`config.mk`:
```
export PLATFORM = sky130hd
export DESIGN_NAME = pors_seq
export DESIGN_NICKNAME = d
export VERILOG_FILES = /design/src/rtl/pors_pkg.sv /design/src/rtl/pors_timer.sv /design/src/rtl/pors_seq.sv
export VERILOG_INCLUDE_DIRS = /design/src /design/src/rtl
export SDC_FILE = /design/constraint.sdc
export NUM_CORES = 1
export LEC_CHECK = 0
export ABC_AREA = 0
export ABC_CLOCK_PERIOD_IN_PS = 3900
export BUFFER_PORTS_ARGS = -buffer_cell sky130_fd_sc_hd__buf_2
export CAP_MARGIN = 20
export CORE_ASPECT_RATIO = 0.8
export CORE_MARGIN = 2
export CORE_UTILIZATION = 45
export DETAILED_ROUTE_END_ITERATION = 10
export MAX_ROUTING_LAYER = met4
export PLACE_DENSITY = 0.73
export SLEW_MARGIN = 5
export SYNTH_ARGS = -nofsm -noshare
export SYNTH_HDL_FRONTEND = slang
export SYNTH_SLANG_ARGS = --single-unit
```
`constraint.sdc`:
```
create_clock -name clk_in -period 3.9 [get_ports clk_in]
set_input_delay 0.975 -clock clk_in [delete_from_list [all_inputs] [get_ports clk_in]]
set_output_delay 0.975 -clock clk_in [all_outputs]
set_load 0.1 [all_outputs]
```
`src/rtl/pors_cfg.svh`:
```
`ifndef PORS_CFG_SVH
`define PORS_CFG_SVH
// Clock period in ps (125 MHz)
`define PORS_CLK_PS          8000
// Undervoltage release hysteresis, least time in ns
`define PORS_HYST_NS         30000
`define PORS_HYST_CYC        \
    ((`PORS_HYST_NS * 1000 + `PORS_CLK_PS - 1) / `PORS_CLK_PS)
// Regulator soft start duration in ns
`define PORS_SOFT_NS         1000000
`define PORS_SOFT_CYC        (`PORS_SOFT_NS * 1000 / `PORS_CLK_PS)
// Firmware runtime budget in ns (external supply mode)
`define PORS_FW_NS           1100000
`define PORS_FW_CYC          (`PORS_FW_NS * 1000 / `PORS_CLK_PS)
// Ports inactive after power-on reset, longest time in ns
`define PORS_PIP_NS          150
`define PORS_PIP_CYC         (`PORS_PIP_NS * 1000 / `PORS_CLK_PS)
// Ports inactive after external system reset, in bus clock periods
`define PORS_ESR_PB          8
// Supply mode code on config pins 0 and 2
`define PORS_MODE_SINGLE     2'b10
// Default user clock in MHz
`define PORS_USER_MHZ        100
`endif

```
`src/rtl/pors_pkg.sv`:
```
package pors_pkg;
    // Sequencer phases
    typedef enum logic [2:0]
    {
        PORS_RESET = 3'b000,
        PORS_SOFT  = 3'b001,
        PORS_HYST  = 3'b010,
        PORS_FW    = 3'b011,
        PORS_USER  = 3'b100
    } pors_phase_type;
endpackage

```
`src/rtl/pors_timer.sv`:
```
`include "pors_cfg.svh"
// Down counter: loads a count, holds done once it reaches zero
module pors_timer #(
    parameter int WIDTH = 20
) (
    // Clock and reset
    input  wire logic             clk_in,
    input  wire logic             sys_rst_in,
    // Control
    input  wire logic             load_in,
    input  wire logic [WIDTH-1:0] count_in,
    input  wire logic             run_in,
    // Status
    output logic                  done_out
);
    // ****************************************************
    // Counter
    // ****************************************************
    logic [WIDTH-1:0] cnt_q;    // Remaining cycles
    logic             armed_q;  // Count loaded since reset, stays set

    // Narrow counters cannot count; wider ones overflow an int count
    if (WIDTH < 2 || WIDTH > 31)
        $error("pors_timer: WIDTH out of range");

    // Count down while running; done stands once zero is reached
    always_ff @(posedge clk_in)
    begin
        if (sys_rst_in || load_in)
        begin
            cnt_q   <= sys_rst_in ? '0 : count_in;
            armed_q <= !sys_rst_in;
        end
        else if (run_in && armed_q && cnt_q != '0)
        begin
            cnt_q <= cnt_q - WIDTH'(1);
        end
    end

    assign done_out = armed_q && (cnt_q == '0);
endmodule

```
`src/rtl/pors_seq.sv`:
```
`include "pors_cfg.svh"
// Overview of operation
// Reset active if pin pulled low or driven
// Drive reset low on any undervoltage
// Release only with supplies good and clock ready
// Single supply: decode mode, soft start regulator
// On reset rise capture config pins, start firmware
// After firmware run user code at 100 MHz
// Outside holds pin low until supplies good
// First user instruction within 350 us of app reset
// First user instruction within 1 ms of system reset
// Power-on boot 2.5 ms; firmware 1.1 ms
// Outside holds reset 1 ms after supplies settle
// Config pins stable 16 bus clocks after rise
// Ports inactive within 8 bus clocks of system reset
// Ports inactive within 150 ns of power-on reset
// Outside asserts reset 100 us before power fail
// Release delayed 30-60 us after threshold crossed
// Synchronous inputs; phases reset, firmware, user
module pors_seq
#(
    parameter int HYST_CYC = `PORS_HYST_CYC,
    parameter int SOFT_CYC = `PORS_SOFT_CYC,
    parameter int FW_CYC   = `PORS_FW_CYC
) (
    // Clock and reset
    input  wire logic       clk_in,
    input  wire logic       sys_rst_in,
    // Supply and clock status
    input  wire logic       uv_core_in,
    input  wire logic       uv_io_in,
    input  wire logic       clk_ready_in,
    input  wire logic       soft_done_in,
    // Power-on reset pin (open drain)
    input  wire logic       power_on_reset_pin_in,
    output logic            power_on_reset_pin_out,
    output logic            power_on_reset_pin_oe_out,
    // External system reset pin, active low, and bus clock enable
    input  wire logic       external_system_reset_pin_n_in,
    input  wire logic       peripheral_bus_clock_en_in,
    // Configuration pins
    input  wire logic [5:0] hardware_config_pins_in,
    // Firmware handshake
    input  wire logic       fw_done_in,
    // Status
    output logic            regulator_soft_start_out,
    output logic            single_supply_out,
    output logic [2:0]      boot_config_out,
    output logic            fw_run_out,
    output logic            user_run_out,
    output logic [7:0]      user_clk_mhz_out,
    output logic            ports_inactive_out,
    output logic            fw_timeout_out,
    output pors_pkg::pors_phase_type phase_out
);
    import pors_pkg::*;

    // The timers below are 16 and 20 bits wide
    if (HYST_CYC < 1 || HYST_CYC > 65535 || SOFT_CYC < 1 ||
        SOFT_CYC > 1048575 || FW_CYC < 1 || FW_CYC > 1048575)
        $error("pors_seq: count parameter out of range");

    // ****************************************************
    // Supply monitoring
    // ****************************************************
    logic           uv_any;       // Any rail below threshold
    logic           por_active;   // Combined reset level
    logic           por_prev_q;   // Previous pin level for edge
    logic           drive_q;      // Internal drive of the pin
    logic           mode_q;       // Decoded single supply mode
    logic [2:0]     cfg_q;        // Latched config pins 3..5
    logic           esr_ports_q;  // Ports held by system reset
    logic [3:0]     esr_cnt_q;    // Bus clocks since system reset
    pors_phase_type phase_q;      // Current phase
    pors_phase_type phase_d;      // Next phase
    logic           hyst_done;    // Hysteresis elapsed
    logic           fw_tmo;       // Firmware budget elapsed
    logic           soft_tmo;     // Regulator ramp budget elapsed

    // Mode decode used by phase logic and status output
    function automatic logic is_single(input logic [5:0] c);
        return {c[2], c[0]} == `PORS_MODE_SINGLE;
    endfunction

    assign uv_any     = uv_core_in || uv_io_in;
    // Either source alone holds reset
    assign por_active = !power_on_reset_pin_in || drive_q;

    // ****************************************************
    // Pin drive
    // ****************************************************
    // Drive low on undervoltage at once; release only from hysteresis
    always_ff @(posedge clk_in)
    begin
        if (sys_rst_in)
            drive_q <= 1'b1;
        else if (uv_any)
            drive_q <= 1'b1;
        else if (phase_q == PORS_HYST && hyst_done && clk_ready_in)
            drive_q <= 1'b0;
    end

    assign power_on_reset_pin_out    = 1'b0;
    assign power_on_reset_pin_oe_out = drive_q;

    // ****************************************************
    // Timers
    // ****************************************************
    // Hysteresis restarts whenever a rail dips; clock loss only holds off release
    pors_timer #(.WIDTH(16)) u_hyst (
        .clk_in     (clk_in),
        .sys_rst_in (sys_rst_in),
        .load_in    (phase_q != PORS_HYST),
        .count_in   (16'(HYST_CYC)),
        .run_in     (1'b1),
        .done_out   (hyst_done)
    );

    // Firmware budget, used only as a watchdog flag
    pors_timer #(.WIDTH(20)) u_fw (
        .clk_in     (clk_in),
        .sys_rst_in (sys_rst_in),
        .load_in    (phase_q != PORS_FW),
        .count_in   (20'(FW_CYC)),
        .run_in     (1'b1),
        .done_out   (fw_tmo)
    );

    // Regulator ramp budget; done input or budget ends soft start
    pors_timer #(.WIDTH(20)) u_soft (
        .clk_in     (clk_in),
        .sys_rst_in (sys_rst_in),
        .load_in    (phase_q != PORS_SOFT),
        .count_in   (20'(SOFT_CYC)),
        .run_in     (1'b1),
        .done_out   (soft_tmo)
    );

    // ****************************************************
    // Phase sequencing
    // ****************************************************
    always_comb
    begin
        phase_d = phase_q;
        unique case (phase_q)
            PORS_RESET:
            begin
                if (!uv_any && clk_ready_in)
                    phase_d = is_single(hardware_config_pins_in)
                              ? PORS_SOFT : PORS_HYST;
            end
            PORS_SOFT:
            begin
                if (soft_done_in || soft_tmo)
                    phase_d = PORS_HYST;
            end
            PORS_HYST:
            begin
                if (!drive_q && power_on_reset_pin_in)
                    phase_d = PORS_FW;
            end
            PORS_FW:
            begin
                // No added latency: user code starts right after firmware
                if (fw_done_in)
                    phase_d = PORS_USER;
            end
            PORS_USER:
            begin
                phase_d = PORS_USER;
            end
            default:
            begin
                phase_d = PORS_RESET;
            end
        endcase
        // Undervoltage, or a reset level once firmware has started, returns the sequence to the start
        if (uv_any || (phase_q >= PORS_FW && por_active))
            phase_d = PORS_RESET;
    end

    always_ff @(posedge clk_in)
    begin
        if (sys_rst_in)
            phase_q <= PORS_RESET;
        else
            phase_q <= phase_d;
    end

    // ****************************************************
    // Configuration capture
    // ****************************************************
    // Mode decode when infrastructure is first up
    always_ff @(posedge clk_in)
    begin
        if (sys_rst_in)
            mode_q <= 1'b0;
        else if (phase_q == PORS_RESET && !uv_any && clk_ready_in)
            mode_q <= is_single(hardware_config_pins_in);
    end

    // Latch boot config on the reset pin rising edge
    always_ff @(posedge clk_in)
    begin
        if (sys_rst_in)
        begin
            por_prev_q <= 1'b0;
            cfg_q      <= 3'h0;
        end
        else
        begin
            por_prev_q <= !por_active;
            if (!por_active && !por_prev_q)
                cfg_q <= hardware_config_pins_in[5:3];
        end
    end

    // ****************************************************
    // Port deactivation
    // ****************************************************
    // System reset: ports go inactive on the next clock edge,
    // well inside the 8 period budget
    always_ff @(posedge clk_in)
    begin
        if (sys_rst_in)
        begin
            esr_ports_q <= 1'b1;
            esr_cnt_q   <= 4'h0;
        end
        else if (!external_system_reset_pin_n_in)
        begin
            esr_ports_q <= 1'b1;
            esr_cnt_q   <= 4'h0;
        end
        else if (peripheral_bus_clock_en_in && esr_cnt_q != 4'hf)
        begin
            esr_cnt_q <= esr_cnt_q + 4'h1;
            esr_ports_q <= 1'b0;
        end
    end

    // Power-on reset reaches ports combinationally, far below 150 ns
    assign ports_inactive_out = por_active || esr_ports_q;

    // ****************************************************
    // Outputs
    // ****************************************************
    assign regulator_soft_start_out = (phase_q == PORS_SOFT);
    assign single_supply_out        = mode_q;
    assign boot_config_out          = cfg_q;
    assign fw_run_out               = (phase_q == PORS_FW);
    assign user_run_out             = (phase_q == PORS_USER);
    assign user_clk_mhz_out         = user_run_out ? 8'(`PORS_USER_MHZ)
                                                   : 8'h00;
    assign fw_timeout_out           = (phase_q == PORS_FW) && fw_tmo;
    assign phase_out                = phase_q;

    // ****************************************************
    // Checks
    // ****************************************************
    // Cycles spent in hysteresis, saturating, for the release check
    logic [15:0] hyst_age_q;
    always_ff @(posedge clk_in)
    begin
        if (sys_rst_in || phase_q != PORS_HYST)
            hyst_age_q <= 16'h0000;
        else if (hyst_age_q != 16'hffff)
            hyst_age_q <= hyst_age_q + 16'h0001;
    end
endmodule

```
== Word level (Yosys, flattened, before mapping) ==
Index checks and enable logic that the tools add are counted.

* Register bits after elaboration: 73
* Input bits: 16
* Output and inout port bits: 22
* Logic and storage cells: 92

* Add/subtract/negate cells: 4
* Magnitude comparators: 1
* Equal/unequal tests: 13
* Muxes and demuxes: 16
* Bitwise logic cells: 1
* Reductions and logical operators: 44

{| class="wikitable"
|+ Operator list
! cell !! number
|-
| two-way mux 20 bit || 4
|-
| zero test 20 bit || 2
|-
| nonzero test 20 bit || 2
|-
| subtractor 20 x 1 -> 20 bit, second input constant || 2
|-
| two-way mux 16 bit || 2
|-
| two-way mux 18 bit || 1
|-
| two-way mux 17 bit || 1
|-
| logical AND 1 bit || 16
|-
| zero test 16 bit || 1
|-
| nonzero test 16 bit || 1
|-
| subtractor 16 x 1 -> 16 bit, second input constant || 1
|-
| one-hot mux 3 bit (5 select lines) || 1
|-
| two-way mux 12 bit || 1
|-
| two-way mux 3 bit || 4
|-
| logical OR 1 bit || 8
|-
| two-way mux 7 bit || 1
|-
| equality test 3 x 2 -> 1 bit, second input constant || 2
|-
| zero test 1 bit || 6
|-
| inequality test 3 x 2 -> 1 bit, second input constant || 2
|-
| nonzero test 2 bit || 3
|-
| OR reduction 2 bit || 3
|-
| adder 4 x 1 -> 4 bit, second input constant || 1
|-
| inequality test 2 x 1 -> 1 bit, second input constant || 2
|-
| inequality test 2 bit, second input constant || 2
|-
| other kinds (10) || 10
|}

== Depth between registers and ports, before layout ==
* Depth in word-level cells: 5
* Mapped depth: 6
* Gate-level depth less buffers: 6

== Modules after synthesis ==
From an unflattened synthesis, not the netlist that was laid out.

* Cells, all modules: 475
* Area, all modules: 4715.8 µm²

{| class="wikitable"
|+ Modules (own cells, without submodules)
! module !! instances !! cells an instance !! area an instance (µm²) !! seq. area each (µm²)
|-
| pors_timer at u_fw ... || 2 || 140 || 1448.9 || 630.6
|-
| pors_timer at u_hyst || 1 || 105 || 1063.5 || 510.5
|-
| pors_seq || 1 || 90 || 754.5 || 280.3
|}

== Worst setup path after synthesis ==
OpenSTA, ideal clock, no wires.

* Path kind: flip-flop to output port
* From: reg phase_q[0], in the netlist phase_out[0]
* To: out fw_timeout_out
* Data arrival time: 3.444 ns
* Required time: 2.925 ns
* Setup slack: -0.519 ns
* Stages on the path, launching flop included: 5
* Buffers on the path: 2
* Path through: dfxtp_1 -> clkbuf_1 -> and2_1 -> clkbuf_1 -> and3_1

* Longest elaborated chain between the ends: 2

{| class="wikitable"
|+ Ends and longest elaborated chain
! what !! line !! source
|-
| start, declared || pors_seq.sv:74 || <nowiki>pors_phase_type phase_q;</nowiki>
|-
| start signal, assigned || pors_seq.sv:187 || <nowiki>phase_q <= phase_d;</nowiki>
|-
| equality test 3 x 2 -> 1 bit || -- ||
|-
| via fw_run_out || pors_seq.sv:49 || <nowiki>output logic fw_run_out,</nowiki>
|-
| logical AND 1 bit || pors_seq.sv:255 || <nowiki>assign fw_timeout_out = (phase_q == PORS_FW) && fw_tmo;</nowiki>
|-
| end, declared || pors_seq.sv:53 || <nowiki>output logic fw_timeout_out,</nowiki>
|}

The timed path passes the listed nets, and every way through them passes these cells.

== Worst setup path after layout ==
* From: reg u_fw.cnt_q[12]
* To: out fw_timeout_out

* Longest elaborated chain between the ends: 3

{| class="wikitable"
|+ Ends and longest elaborated chain
! what !! line !! source
|-
| start, declared || pors_timer.sv:19 || <nowiki>logic [WIDTH-1:0] cnt_q;</nowiki>
|-
| start signal, assigned || pors_timer.sv:31 || <nowiki>cnt_q <= sys_rst_in ? '0 : count_in;</nowiki>
|-
| start signal, assigned || pors_timer.sv:36 || <nowiki>cnt_q <= cnt_q - WIDTH'(1);</nowiki>
|-
| zero test 20 bit || pors_timer.sv:40 || <nowiki>assign done_out = armed_q && (cnt_q == '0);</nowiki>
|-
| logical AND 1 bit || pors_timer.sv:40 ||
|-
| logical AND 1 bit || pors_seq.sv:255 ||
|}

No other way between the ends.

==> results.yml <==
min_path:
  min_from: "esr_ports_q"
  min_path_cells: 1
  worstHoldEndpoint: "esr_ports_q"
  hold_path_class: "flip-flop to flip-flop"
placement:
  place_congestion: 0.7926
  dp_hpwl_um: 5400
  io_buffers: 30
cts:
  cts.sinks: 73
  holdBufCountCts: 0
  cts_tree: "built"
  cts_setup_buffers: 0
  numCtsBuffers: 9
  path_clk_slew_ns: 0.07
  clock_latency_ns: 0.35
  cts_max_level: 3
  clockBufferDepth: 2
  cts_resized: 0
  cts_root_buf: "clkbuf_8"
yosys:
  yosysTopAreaCell: "edfxtp_1"
  syn_area_um2: 3969
  synth_cells: 378
  synth_cell_types: 49
  syn_area_per_cell_um2: 10.50
  synthFlopType: "edfxtp_1"
  synth-seq-cells: 73
  synth_top_area_frac: 0.4464
  ys_warn_count: 0
  ys_async_sr_fraction: 0
  synth_edf_count: 59
  yosysSeqAreaShare: 0.5170
  synth_area_leaders: "edfxtp_1, dfxtp_1, xor2_1, a21oi_1, nor2_1"
routing:
  dr.pass1.iters: 4
  post_drt_via_cell_ratio: 5.575
  antenna_left: 0
  num_vias: 2938
  drcViolationCount: 0
  wl_um: 7916
  wire_per_inst_um: 15.02
  drt-initial-drc-count: 166
global_route:
  antenna_found_initial: 0
  grt_pass1_wl_um: 12850
  grt_pass1_vias: 2721
  grt-ovfl-total: 0
  grt_usage: 0.1789
  grt_start_max_net_pins: 28
power_and_ir_drop:
  vdd_drop_max_v: 0.0002223
  p_leak_nw: 1.649
  power_mw: 1.546
  p_per_area_nw_per_um2: 352.7
floorplan:
  fp.dieH_um: 88
  num_io_pins: 38
  num_rows: 30
  core_area_um2: 8521
  die_x_um: 109.0
  start_util: 0.4658
  dieArea_um2: 9592
final_layout:
  drive_gt1_frac: 0.1566
  final_common_cell: "edfxtp_1"
  layout_common_cells: "edfxtp_1, nor2_1, a21oi_1"
  area_delta_synth_final_pct: 10.40
  antennaDiodeCount: 0
  final_nets: 433
  fillers: 760
timing:
  period_share: 0.9017
  final-setup-viol-count: 0
  finalMaxSlewViolations: 0
  rsz0062_at_grt: "false"
  fin_worst_skew_ns: 0.01413
  worst_slew_pin_slew_ns: 0.8239
  layout_min_cycle_time_ns: 3.517
  fmax_mhz: 284.4
  fin_tns_setup_ns: 0
  relSlewSlack: 0.4508
  hold_viol_final: 0
setup_path:
  crit_chain: "nor4_1 -> nand2b_1 -> nor4_1 -> and3_1 -> buf_2"
  reg2reg_slack_ns: 1.51
  critPathLaunchType: "flip-flop"
  ff2ff_path_depth: 4
  path_buf_inv: 1
  crit_arrival_ns: 2.54
  path_class: "flip-flop to primary output"
  max_stage_delay_ns: 0.43
  timing.rr.end: "u_hyst.cnt_q[1]"
  crit-reg2reg-launch: "phase_out[1]"
  cpLargestDelayFamily: "simple AND/OR/NAND/NOR gates"
  cp_slowest_cell: "buf_2"
  cp_data_required_time_ns: 2.92
  critPathCaptureType: "primary output"
  crit_path_frequent_cell: "nor4_1"
  cp_max_fo: 11
outcome:
  status: "finished clean"
run:
  max-cap-violations: 0
-- cell usage after synthesis, drive strengths merged, types with 2 or more instances --
library cell / count
clkbuf: 9
nor4: 11
and2: 2
xnor2: 8
a21o: 2
nand4: 8
o31ai: 10
nand3: 13
nor2: 43
nand2: 25
nand2b: 5
nor2b: 4
a31oi: 5
a21oi: 35
or2: 3
buf: 10
mux2i: 2
ha: 7
nor3b: 2
xor2: 28
or4: 11
o21ai: 9
o21bai: 2
dfxtp: 14
nand3b: 4
nor3: 10
and3: 2
or3: 10
edfxtp: 59
nand4b: 5
inv: 11
-- per-layer routing --
metal | GRT usage | wire, um | vias to the layer above
met5 | - | 0 | -
met1 | 0.2293 | 3680 | 1414
met4 | 0.04895 | 87 | 0
met2 | 0.2767 | 3750 | 72
met3 | 0.05357 | 398 | 7
li1 | - | - | 1445
-- state kept, by name, indices dropped and copies added, names as in the netlist --
register,flops
esr_cnt_q,4
por_prev_q,1
u_hyst.cnt_q,16
u_soft.cnt_q,20
boot_config_out,3
power_on_reset_pin_oe_out,1
u_fw.armed_q,1
u_fw.cnt_q,20
esr_ports_q,1
u_soft.armed_q,1
single_supply_out,1
phase_out,3
u_hyst.armed_q,1
-- logic make-up (layout without fill, tap and decap cells) --
kind of cell               after synthesis  after routing  share of synthesized area
muxes                                    2              2                   0.005044
and+or+nand+nor                        160            160                     0.2364
AOI/OAI and AO/OA                       69             69                     0.1021
other                                    1              6                  0.0009449
adders and majority gates                7              7                    0.02207
DFF                                     73             73                     0.5170
buffers and inverters                   30             62                    0.03688
xor gates and xnor gates                36             36                    0.07945
-- report_power, final --
part | switching [mW] | total [mW] | internal (mW)
sequential | 0.0232 | 0.878 | 0.855
clock | 0.291 | 0.521 | 0.229
combinational | 0.0982 | 0.147 | 0.0483
-- per-stage QoR --
stage / hold slack [ns] / instances / cell area [um^2] / util / setup slack [ns]
6_report: 0.4496 / 527 / 4382 / 0.5142 / 0.3833
5_1_grt: 0.4887 / 527 / 4382 / 0.5142 / 0.2093
4_1_cts: 0.4535 / 527 / 4382 / 0.5142 / 0.4088
3_5_place_dp: 0.4364 / 511 / 4210 / 0.4941 / 0.8067
3_3_place_gp: 0.4336 / 511 / 4210 / 0.4941 / 0.8428
2_1_floorplan: 0.4186 / 383 / 3989 / - / 0.02507
-- cell type report --
type	instances	area [um^2]	share of cell area
timing repair buffer	35	187.7	0.04283
inverter	11	41.29	0.009423
tap	112	140.1	0.03198
multi-input combinational	280	1789	0.4083
clock inverter	7	47.55	0.01085
clock buffer	9	123.9	0.02827
sequential	73	2052	0.4683
-- how the worst max path moves through the flow --
| stage | cells after the start | from | endpoint | slack [ns] |
|---|---|---|---|---|
| floorplan | 4 | phase_out[0] | fw_timeout_out | 0.03 |
| global placement | 5 | u_fw.cnt_q[12] | fw_timeout_out | 0.84 |
| detailed placement | 5 | u_fw.cnt_q[12] | fw_timeout_out | 0.81 |
| CTS | 5 | u_fw.cnt_q[12] | fw_timeout_out | 0.41 |
| global route | 5 | u_fw.cnt_q[11] | fw_timeout_out | 0.21 |
| finish | 5 | u_fw.cnt_q[12] | fw_timeout_out | 0.38 |
No activity file was read; power rests on OpenSTA's default activity.
